===== src/design/srm_defines.svh =====
// Constants for the SPI status readback multiplexer.
`ifndef SRM_DEFINES_SVH
`define SRM_DEFINES_SVH
`define SRM_WORD_BITS 8
`define SRM_CMD_STATUS 4'h0
`define SRM_SEL_RESET 3'h7
`define SRM_SEL_FAULT 3'h0
`define SRM_SEL_OUTCTL 3'h1
`define SRM_SEL_OCTHR 3'h2
`define SRM_SEL_TIMING 3'h3
`define SRM_SEL_DIRECT 3'h4
`define SRM_SEL_DELAY 3'h5
`define SRM_SEL_PINS 3'h6
`define SRM_SEL_NULL 3'h7
// Synchroniser reset word: link clock low, select and the other pins high.
`define SRM_SYNC_RESET 6'h1f
`define SRM_BIT_OT 6
`define SRM_BIT_OCH 5
`define SRM_BIT_OCL 4
`define SRM_BIT_OL 3
`define SRM_BIT_UV 2
`define SRM_BIT_OV 1
`define SRM_BIT_SUM 0
`endif


===== src/design/srm_pkg.sv =====
// Types shared by the status readback multiplexer.
package srm_pkg;
  typedef enum logic [2:0] {
    SRM_IDLE = 3'b001,
    SRM_SHIFT = 3'b010,
    SRM_DONE = 3'b100
  } srm_state_t;
endpackage


===== src/design/srm_status_mux.sv =====
// Status word selection, fault flags and serial shift for the switch.
`timescale 1ns/100ps
`default_nettype none
`include "srm_defines.svh"
module srm_status_mux (
  // Clock and reset.
  input wire logic clock_i,
  input wire logic reset_i,
  // Serial link pins.
  input wire logic spi_clk_i,
  input wire logic spi_cs_n_i,
  input wire logic spi_din_i,
  output logic spi_dout_o,
  output logic spi_dout_oe_o,
  // Raw fault events, level high while present.
  input wire logic over_temp_i,
  input wire logic overcurrent_high_i,
  input wire logic overcurrent_low_i,
  input wire logic open_load_i,
  input wire logic undervoltage_i,
  input wire logic overvoltage_i,
  input wire logic uv_latch_mode_i,
  // Programmed settings kept by the register engine.
  input wire logic current_sense_enable_i,
  input wire logic serial_on_cmd_i,
  input wire logic [3:0] oc_threshold_i,
  input wire logic [1:0] blanking_time_i,
  input wire logic oc_timeout_active_i,
  input wire logic open_load_active_i,
  input wire logic [3:0] direct_input_control_i,
  input wire logic failsafe_output_state_i,
  input wire logic [2:0] turn_on_delay_setting_i,
  input wire logic watchdog_expired_i,
  input wire logic [1:0] watchdog_period_setting_i,
  input wire logic [1:0] supply_protection_disable_i,
  // Switch-on commands, one-cycle pulses.
  input wire logic switch_on_spi_i,
  input wire logic switch_on_direct_i,
  // Live pin levels.
  input wire logic direct_in_pin_i,
  input wire logic failsafe_input_pin_i,
  input wire logic wake_pin_i,
  // Status outputs.
  output logic fault_status_pin_n_o,
  output logic [7:0] fault_flags_o,
  output logic [3:0] readback_selector_o,
  output logic frame_valid_o,
  output logic [7:0] last_command_o
);

  // ==========================================================
  // Pin synchronisers.
  // Two flops per pin; only the second stage feeds logic.
  logic [5:0] sync1_r;
  logic [5:0] sync2_r;
  logic [5:0] sync1_nxt;
  logic [5:0] sync2_nxt;
  // Gather the raw pins into one word for the first stage.
  always_comb begin
    sync1_nxt = {spi_clk_i, spi_cs_n_i, spi_din_i, direct_in_pin_i, failsafe_input_pin_i, wake_pin_i};
    sync2_nxt = sync1_r;
  end
  // Reset values match each pin's idle level, so the edge detectors see no
  // false link clock edge when reset is released.
  always_ff @(posedge clock_i) begin
    if (reset_i) begin
      sync1_r <= `SRM_SYNC_RESET;
      sync2_r <= `SRM_SYNC_RESET;
    end else begin
      sync1_r <= sync1_nxt;
      sync2_r <= sync2_nxt;
    end
  end
  logic sclk_s;
  logic cs_n_s;
  logic din_s;
  logic [2:0] pins_s;
  assign sclk_s = sync2_r[5];
  assign cs_n_s = sync2_r[4];
  assign din_s = sync2_r[3];
  assign pins_s = sync2_r[2:0];

  // ==========================================================
  // Status word assembly.
  logic [7:0] flags_r;
  logic [7:0] flags_nxt;
  logic [3:0] sel_r;
  logic [3:0] sel_nxt;
  logic wd_bit_r;
  logic wd_bit_nxt;
  logic [7:0] status_word;

  // Three-bit selector echo sits in bits 6 to 4 for every page but faults.
  always_comb begin
    status_word = 8'h00;
    status_word[7] = wd_bit_r;
    status_word[6:4] = sel_r[2:0];
    case (sel_r[2:0])
      `SRM_SEL_FAULT: status_word[6:0] = flags_r[6:0];
      `SRM_SEL_OUTCTL: status_word[1:0] = {current_sense_enable_i, serial_on_cmd_i};
      `SRM_SEL_OCTHR: status_word[3:0] = oc_threshold_i;
      `SRM_SEL_TIMING: status_word[3:0] = {open_load_active_i, oc_timeout_active_i, blanking_time_i};
      `SRM_SEL_DIRECT: status_word[3:0] = direct_input_control_i;
      `SRM_SEL_DELAY: begin
        status_word[7] = sel_r[3];
        if (!sel_r[3]) begin
          status_word[3:0] = {failsafe_output_state_i, turn_on_delay_setting_i};
        end else begin
          status_word[3:0] = {1'b0, watchdog_expired_i, watchdog_period_setting_i};
        end
      end
      `SRM_SEL_PINS: begin
        status_word[7] = sel_r[3];
        if (!sel_r[3]) begin
          status_word[2:0] = pins_s;
        end else begin
          status_word[1:0] = supply_protection_disable_i;
        end
      end
      `SRM_SEL_NULL: status_word[3:0] = 4'h0;
      default: status_word[3:0] = 4'h0;
    endcase
  end

  // ==========================================================
  // Serial frame engine.
  logic sclk_d_r;
  logic cs_d_r;
  logic sclk_d_nxt;
  logic cs_d_nxt;
  logic [7:0] shift_out_r;
  logic [7:0] shift_out_nxt;
  logic [7:0] shift_in_r;
  logic [7:0] shift_in_nxt;
  logic [2:0] bit_cnt_r;
  logic [2:0] bit_cnt_nxt;
  logic any_bits_r;
  logic any_bits_nxt;
  logic dout_r;
  logic dout_nxt;
  logic oe_r;
  logic oe_nxt;
  logic valid_r;
  logic valid_nxt;
  logic [7:0] cmd_r;
  logic [7:0] cmd_nxt;
  logic read_clear;
  srm_pkg::srm_state_t state_r;
  srm_pkg::srm_state_t state_nxt;

  logic cs_fall;
  logic cs_rise;
  logic sclk_rise;
  logic sclk_fall;
  assign cs_fall = cs_d_r && !cs_n_s;
  assign cs_rise = !cs_d_r && cs_n_s;
  assign sclk_rise = !sclk_d_r && sclk_s;
  assign sclk_fall = sclk_d_r && !sclk_s;

  // Bits beyond the first byte pass the incoming data through, as a
  // daisy chain expects, so the out-shifter takes din at each rising clock edge.
  always_comb begin
    sclk_d_nxt = sclk_s;
    cs_d_nxt = cs_n_s;
    state_nxt = state_r;
    shift_out_nxt = shift_out_r;
    shift_in_nxt = shift_in_r;
    bit_cnt_nxt = bit_cnt_r;
    any_bits_nxt = any_bits_r;
    dout_nxt = dout_r;
    oe_nxt = oe_r;
    valid_nxt = 1'b0;
    cmd_nxt = cmd_r;
    sel_nxt = sel_r;
    wd_bit_nxt = wd_bit_r;
    read_clear = 1'b0;
    case (state_r)
      srm_pkg::SRM_IDLE: begin
        oe_nxt = 1'b0;
        if (cs_fall) begin
          shift_out_nxt = status_word;
          dout_nxt = status_word[7];
          oe_nxt = 1'b1;
          bit_cnt_nxt = 3'h0;
          any_bits_nxt = 1'b0;
          read_clear = (sel_r[2:0] == `SRM_SEL_FAULT);
          state_nxt = srm_pkg::SRM_SHIFT;
        end
      end
      srm_pkg::SRM_SHIFT: begin
        if (sclk_rise) begin
          shift_in_nxt = {shift_in_r[6:0], din_s};
          shift_out_nxt = {shift_out_r[6:0], din_s};
          bit_cnt_nxt = bit_cnt_r + 3'h1;
          any_bits_nxt = 1'b1;
        end
        if (sclk_fall) begin
          dout_nxt = shift_out_r[7];
        end
        if (cs_rise) begin
          state_nxt = srm_pkg::SRM_DONE;
        end
      end
      srm_pkg::SRM_DONE: begin
        oe_nxt = 1'b0;
        state_nxt = srm_pkg::SRM_IDLE;
        if (any_bits_r && bit_cnt_r == 3'h0) begin
          valid_nxt = 1'b1;
          cmd_nxt = shift_in_r;
          wd_bit_nxt = shift_in_r[7];
          if (shift_in_r[6:3] == `SRM_CMD_STATUS) begin
            sel_nxt = {shift_in_r[7], shift_in_r[2:0]};
          end
        end
      end
      default: state_nxt = srm_pkg::SRM_IDLE;
    endcase
  end

  // Register the frame engine; every flop runs on every clock.
  always_ff @(posedge clock_i) begin
    if (reset_i) begin
      sclk_d_r <= 1'b0;
      cs_d_r <= 1'b1;
      state_r <= srm_pkg::SRM_IDLE;
      shift_out_r <= 8'h00;
      shift_in_r <= 8'h00;
      bit_cnt_r <= 3'h0;
      any_bits_r <= 1'b0;
      dout_r <= 1'b0;
      oe_r <= 1'b0;
      valid_r <= 1'b0;
      cmd_r <= 8'h00;
      sel_r <= {1'b0, `SRM_SEL_RESET};
      wd_bit_r <= 1'b0;
    end else begin
      sclk_d_r <= sclk_d_nxt;
      cs_d_r <= cs_d_nxt;
      state_r <= state_nxt;
      shift_out_r <= shift_out_nxt;
      shift_in_r <= shift_in_nxt;
      bit_cnt_r <= bit_cnt_nxt;
      any_bits_r <= any_bits_nxt;
      dout_r <= dout_nxt;
      oe_r <= oe_nxt;
      valid_r <= valid_nxt;
      cmd_r <= cmd_nxt;
      sel_r <= sel_nxt;
      wd_bit_r <= wd_bit_nxt;
    end
  end

  // ==========================================================
  // Fault flags and fault pin.
  // The word is captured at select fall, so a flag change during a frame shows in the next one.
  logic fs_r;
  logic fs_nxt;
  logic uv_now;
  logic any_fault;
  // Live flags follow their inputs; OCH, OCL and summary hold until a fault page read, latched UV while uv_latch_mode_i is high.
  always_comb begin
    flags_nxt = flags_r;
    fs_nxt = fs_r;
    uv_now = undervoltage_i || (uv_latch_mode_i && flags_r[`SRM_BIT_UV]);
    flags_nxt[7] = 1'b0;
    flags_nxt[`SRM_BIT_OT] = over_temp_i;
    flags_nxt[`SRM_BIT_OL] = open_load_i;
    flags_nxt[`SRM_BIT_OV] = overvoltage_i;
    flags_nxt[`SRM_BIT_UV] = uv_now;
    // OCH, OCL and summary clear only on a read of the fault page; a new event wins.
    flags_nxt[`SRM_BIT_OCH] = overcurrent_high_i || (flags_r[`SRM_BIT_OCH] && !read_clear);
    flags_nxt[`SRM_BIT_OCL] = overcurrent_low_i || (flags_r[`SRM_BIT_OCL] && !read_clear);
    any_fault = over_temp_i || overcurrent_high_i || overcurrent_low_i || open_load_i || uv_now || overvoltage_i;
    flags_nxt[`SRM_BIT_SUM] = any_fault || (flags_r[`SRM_BIT_SUM] && !read_clear);
    if (any_fault) begin
      fs_nxt = 1'b1;
    end else if (switch_on_spi_i || switch_on_direct_i) begin
      fs_nxt = 1'b0;
    end
  end
  // Register the fault flags and the fault pin state.
  always_ff @(posedge clock_i) begin
    if (reset_i) begin
      flags_r <= 8'h00;
      fs_r <= 1'b0;
    end else begin
      flags_r <= flags_nxt;
      fs_r <= fs_nxt;
    end
  end

  // ==========================================================
  // Outputs.
  assign spi_dout_o = dout_r;
  assign spi_dout_oe_o = oe_r;
  assign fault_status_pin_n_o = !fs_r;
  assign fault_flags_o = flags_r;
  assign readback_selector_o = sel_r;
  assign frame_valid_o = valid_r;
  assign last_command_o = cmd_r;

endmodule
`default_nettype wire


===== config.mk =====
export PLATFORM = sky130hd
export DESIGN_NAME = srm_status_mux
export DESIGN_NICKNAME = d
export VERILOG_FILES = /design/src/design/srm_pkg.sv /design/src/design/srm_status_mux.sv
export VERILOG_INCLUDE_DIRS = /design/src /design/src/design
export SDC_FILE = /design/constraint.sdc
export NUM_CORES = 1
export LEC_CHECK = 0
export BUFFER_PORTS_ARGS = -buffer_cell sky130_fd_sc_hd__clkbuf_2
export CAP_MARGIN = 20
export CORE_MARGIN = 2
export CORE_UTILIZATION = 30
export DETAILED_ROUTE_END_ITERATION = 12
export PLACE_DENSITY = 0.46
export SLEW_MARGIN = 40
export SYNTH_ARGS = -nofsm -noshare
export SYNTH_HDL_FRONTEND = slang
export SYNTH_SLANG_ARGS = --single-unit
export TNS_END_PERCENT = 100

===== constraint.sdc =====
create_clock -name clock_i -period 3.5 [get_ports clock_i]
set_input_delay 0.175 -clock clock_i [delete_from_list [all_inputs] [get_ports clock_i]]
set_output_delay 0.175 -clock clock_i [all_outputs]
set_load 0.1 [all_outputs]

* Word level (Yosys, flattened, before mapping)
Cells that the tools add are included.
Word-level totals: register bits 62, word-level logic and storage cells 103, bits of input ports 40, output and inout port bits 24
Cells by class: add/sub/neg operators 1, multiplexer cells 30, bitwise logic cells 1, reduce and logical (&&, ||, !) cells 39, equal/unequal tests 14
Operators by type and width (count):
- 2-to-1 mux 8 bit | 2
- one-hot mux 2 bit (8 select lines) | 1
- one-hot mux 8 bit (2 select lines) | 1
- equality test 3 bit, second input constant | 5
- 2-to-1 mux 3 bit | 5
- 2-to-1 mux 1 bit | 12
- one-hot mux 3 bit (2 select lines) | 2
- logical OR 1 bit | 10
- equality test 3 x 2 -> 1 bit, second input constant | 3
- logical AND 1 bit | 9
- AND reduction 3 bit | 3
- != test 2 bit, second input constant | 4
- equality test 3 x 1 -> 1 bit, second input constant | 2
- zero test 1 bit | 6
- zero test 3 bit | 2
- one-hot mux 1 bit (2 select lines) | 3
- one-hot mux 1 bit (6 select lines) | 1
- AND reduction 2 bit | 3
- nonzero test 2 bit | 3
- one-hot mux 1 bit (5 select lines) | 1
- zero test 4 bit | 1
- 2-to-1 mux 4 bit | 1
- OR reduction 2 bit | 2
- adder 3 x 1 -> 3 bit, second input constant | 1
- other kinds (2) | 2

* Depth between registers and ports, before layout
depth in word-level cells 7, depth in mapped cells 7, depth with buffers taken out 5

* Worst setup path after synthesis
OpenSTA, ideal clock, no wires.
path kind flip-flop to flip-flop, from register sel_r[3] (netlist: readback_selector_o[3]), to register shift_out_r[1], period minus slack after synthesis 2.244 ns, buffers on the path 1, stages on the path, launching flop included 6, library setup time 0.131 ns, data required time 3.369 ns, slack 1.256 ns, data arrival time 2.112 ns, path through dfxtp_1 -> buf_2 -> mux2_2 -> a22o_1 -> a221oi_1 -> o22ai_1
Between the ends: cells in the longest elaborated chain, start to end 4, elaborated cells on any way between the ends 5, those cells by class mux: 5
RTL lines:
- start: declaration | RTL line srm_status_mux.sv:87 | logic [3:0] sel_r;
- start signal: assignment | RTL line srm_status_mux.sv:234 | sel_r <= {1'b0, `SRM_SEL_RESET};
- start signal: assignment | RTL line srm_status_mux.sv:248 | sel_r <= sel_nxt;
- 2-to-1 mux 2 bit / 2-to-1 mux 4 bit (equally long branches) | RTL line srm_status_mux.sv:114, srm_status_mux.sv:106
- one-hot mux 2 bit (8 select lines) (*) | RTL line srm_status_mux.sv:98 | case (sel_r[2:0])
- 2-to-1 mux 8 bit (*) | RTL line srm_status_mux.sv:180 | if (cs_fall) begin
- one-hot mux 8 bit (2 select lines) (*) | RTL line srm_status_mux.sv:177 | case (state_r)
- end signal: assignment | RTL line srm_status_mux.sv:240 | shift_out_r <= shift_out_nxt;
- end: declaration | RTL line srm_status_mux.sv:131 | logic [7:0] shift_out_r;
Mark *: on every way between the ends. The rest lies on a longest branch, timed or not. The select of a mux whose other input is x is not followed. A chain may end at the register's enable or synchronous reset.

* Worst setup path in the final report
from register sel_r[0] (netlist: readback_selector_o[0]), to output port readback_selector_o[0]
RTL lines:
- end: declaration | RTL line srm_status_mux.sv:46 | output logic [3:0] readback_selector_o,
No word-level cell between the ends.

==> results <==
- Across the run, the number of max-cap violations was 0.
- The number of nets in the final layout is 384.
- Of all nets on the critical path, the largest fanout is 24.
- The total internal power is 1.08 mW.
- The startpoint type of the worst setup path is a flip-flop.
- Fill cells in the final layout number 870.
- The number of cells produced by synthesis is 287.
- The number of max-slew violations in the final report is 0.
- In this design, the largest share of critical-path delay is due to flip-flops.
- The share of total power dissipated in combinational logic is 0.083.
- The run finished with clean final reports.
- The share of total power dissipated in sequential elements is 0.490.
- Setup repair after global routing left no endpoint under its margin.
- The most critical setup path has its startpoint at readback_selector_o[0].
- The routed wirelength normalized by instance count is ~14 um.
- In the global route stage, overall resource usage came out at 0.144.
- The starting utilization of the core area is 0.311.
- The number of buffers created by CTS is 9.
- The total number of yosys warnings is 0.
- The number of sinks driven by the clock tree is 60.
- The summed area of non-filler cells in the final layout is 3140 sq um.
- The pre-antenna-repair detailed-routing pass consisted of 4 iterations.
- The register area is 1200 sq um.
- For this block, the routed nets add up to 6250 um of wire.
- For the worst setup path, the data arrival time is 1730 ps.
- IR analysis of the VDD net gives a maximum drop of ~160 uV.
- The count of inserted antenna diode cells is 0.
- Timing analysis after detailed placement gives a worst setup slack of 1610 ps.
- The relative slew slack is 0.503.
- The switching share of power is 0.252.
- The wire length of the first global-routing pass is 10700 um.
- Of the total power, the clock network draws 0.426.
- The capture point of the critical path is readback_selector_o[0].
- The register-to-register setup slack is 1620 ps.
- The H-tree depth is 3.
- The count of nets left with antenna violations after detail routing is 0.
- Data on the critical path is required at its endpoint by between 3000 and 4000 ps.
- After routing, the total negative slack on setup checks comes to 0 ps.
- No sink is reached through more buffers than the 2 on the longest clock path.
- Averaged over all synthesized cells, the footprint is approximately 9 sq um.
- The post-route clock period utilization is 0.544.
- The most common flop cell mapped by yosys is dfxtp_1.
- The highest-delay cell along the critical path is dfxtp_1.
- The cell depth of the worst hold path is 2.
- The proportion of register bits with asynchronous set or reset after synthesis is 0.
- The number of buffer cells added on primary ports is between 60 and 70.
- The post-synthesis register bit count is 60.
- The final weighted congestion in routability-driven placement is between 0.8 and 0.9.
- The critical path buffer and inverter count is 1.
- The area of the multi-input gates is 1220 sq um.
- The type of element capturing the critical path is a primary output.
- The count of final hold-check violations was 0.
- The post-placement cell area is between 2000 and 3000 sq um.
- The number of setup violations in the final report is 0.
- The area growth from synthesis to layout is 21.6%.
- The signal on the critical path passes through clkbuf_2.
- The routed layout has 2148 vias.
- The worst setup path is of the reg2out kind.
- For the pin with the worst max-slew slack, the measured transition is 745 ps.
- Using the TritonRoute via totals, the vias-per-cell ratio works out to 4.76.
- The fraction of post-synthesis cell area in the top cell type by area is 0.465.
- The reported leakage power is 1.31 nW.
- The number of nets in the synthesized netlist is 329.
- The largest area contributor in the netlist is dfxtp_1.
- The beginning of the worst register-to-register path is readback_selector_o[1].
- The number of cells on the worst reg-to-reg path is 4.
- Of the cells placed in the final design, the portion with a size suffix greater than 1 is 0.286.
- The post-route non-filler standard cell count is 451.
- The largest net degree at the start of global routing is between 40 and 50.
- In this design, the stage delay of the slowest critical-path cell is 800 ps.
- The sequential element share of the synthesized area is 0.465.
- The type of the most critical hold path is in2reg.
- In this run the critical register-to-register path is captured at shift_out_r[3].
- The number of distinct standard cells referenced by the synthesized netlist is 54.
- The initial antenna violation count is 0.
- The highest achievable clock rate is 526 MHz.
- The die is 96.8 um wide.
- After legalization and detailed placement, the total HPWL measured ~4400 um.
- The clock period minus worst slack is around 1900 ps.
- The floorplan step defined a die boundary enclosing approximately 9400 sq um.
- The post-route worst hold slack is around 14 ps.
- In the routed design, unresolved DRC markers number 0.
- The worst clock skew is 9.81 ps.
- The tree is rooted in a clkbuf_8.
- The later-pin clock latency in the skew report is 340 ps.
- The core region is 8300 sq um.
- TritonCTS built the clock tree.
- The detailed router finished its first iteration with between 60 and 70 violations.
- In this run the number of cells on the critical path is 1.
- Sorting the synthesized cells by area gives the leading types as dfxtp_1 47%, mux2i_1 4.3%, nor2_1 4.2%.
- The number of flops mapped to enable cells by yosys is 0.
- The number of global-route vias before repair is between 2000 and 2500.
- The cell area after synthesis is 2580 sq um.
- The vertical extent of the die is 96.8 um.
- Global routing finished with a remaining overflow of 0.
- The total power divided by cell area is between 400 and 500 nW/um^2.
- The number of top-level design ports is 64.
- Once placement completed, the tool counted placed cells totaling 433.
- The final worst-path setup slack is roughly 1600 ps.
- After clock tree synthesis, the clock-pin slew on the worst setup and hold paths is 70 ps.
- After floorplanning, the core was divided into 33 placement rows.
- The analysis attributes to net switching a power of around 360 uW.
==> cell type report <==
| type | instances | share of cell area |
|---|---|---|
| repair buffers | 66 | 0.111 |
| flip-flops and latches | 60 | 0.382 |
| clock buffers | 11 | 0.0450 |
| well taps | 105 | 0.0418 |
| inverters | 13 | 0.0155 |
| multi-input cells | 192 | 0.388 |
| clock inverters | 4 | 0.0159 |
==> worst min-delay path by stage <==
stage	startpoint	endpoint	slack, ps
after CTS	spi_cs_n_i	sync1_r[4]	0.8
after global placement	spi_cs_n_i	sync1_r[4]	360
after floorplan	wake_pin_i	sync1_r[0]	280
final	spi_cs_n_i	sync1_r[4]	10
after detailed placement	direct_in_pin_i	sync1_r[2]	360
after global routing	spi_cs_n_i	sync1_r[4]	0.9
==> power groups by stage <==
stage / clock network, mW / registers, mW / logic, mW
2_1_floorplan: 0 / 0.759 / 0.0476
3_3_place_gp: 0 / 0.725 / 0.119
3_5_place_dp: 0 / 0.725 / 0.119
4_1_cts: 0.634 / 0.710 / 0.122
5_1_grt: 0.660 / 0.711 / 0.130
6_report: 0.616 / 0.709 / 0.121
==> per-stage QoR <==
step / util / total power [mW]
final: 0.378 / 1.45
after global placement: 0.352 / 0.843
after global routing: 0.378 / 1.50
after detailed placement: 0.352 / 0.844
after floorplan: - / 0.806
after CTS: 0.378 / 1.47
==> layout by cell type, fill, tap and decap left out, types with 3 or more instances in the layout <==
cell / Yosys / routed
nor2_1: 29 / 29
clkbuf_8: 0 / 10
mux2_2: 3 / 3
or3_1: 3 / 3
dlygate4sd3_1: 0 / 3
clkbuf_2: 0 / 61
nand3_1: 3 / 3
nor3_1: 8 / 8
o21ai_0: 9 / 9
or2_2: 11 / 11
a21oi_1: 19 / 19
mux2i_1: 11 / 11
a22oi_1: 7 / 7
dfxtp_1: 60 / 60
and3_1: 3 / 3
a2111oi_0: 3 / 3
nor2b_1: 11 / 11
inv_1: 13 / 13
nand2_1: 24 / 24
a211o_2: 3 / 3
==> registers in the layout (all words and copies together) (netlist names), 3 cells and up <==
| register | count |
|---|---|
| state_r | 3 |
| shift_in_r | 8 |
| sync1_r | 6 |
| sync2_r | 6 |
| bit_cnt_r | 3 |
| shift_out_r | 8 |
| last_command_o | 7 |
| fault_flags_o | 7 |
| readback_selector_o | 4 |
==> cells in the mapped netlist (all sizes together), types with 7 or more instances <==
cell type,number
nor3,8
nand2,24
a22oi,7
or2,11
nor2,29
dfxtp,60
mux2i,11
o21ai,9
buf,11
nor2b,11
a21oi,19
inv,13
clkbuf,11
==> cell families (layout without fill, tap and decap cells) <==
family,count (synthesis),in the layout,synth area share
compound gates,62,62,0.166
mux,14,14,0.0557
fa+ha+maj,2,2,0.00969
xor+xnor,3,3,0.0102
simple gates,110,110,0.230
other cells,1,1,0.00145
flops,60,60,0.465
buf+inv,35,94,0.0625
==> routing by layer <==
metal | part of all wire | vias to the layer above | routed length (um) | GRT usage
met1 | 0.48 | 978 | 3000 | 0.185
met4 | 0.022 | 0 | 136 | 0.0650
met5 | 0 | - | 0 | 0
li1 | - | 1107 | - | -
met2 | 0.45 | 52 | 2830 | 0.227
met3 | 0.046 | 11 | 285 | 0.0354
==> timing repair <==
action | in CTS | in global routing
endpoints found under the setup margin | 0 | 0
hold buffers | 3 | 0
hold endpoints to repair | 3 | 0
buffers inserted | 0 | 0
resized for setup | 0 | 0
No activity file was read; power rests on OpenSTA's default activity.
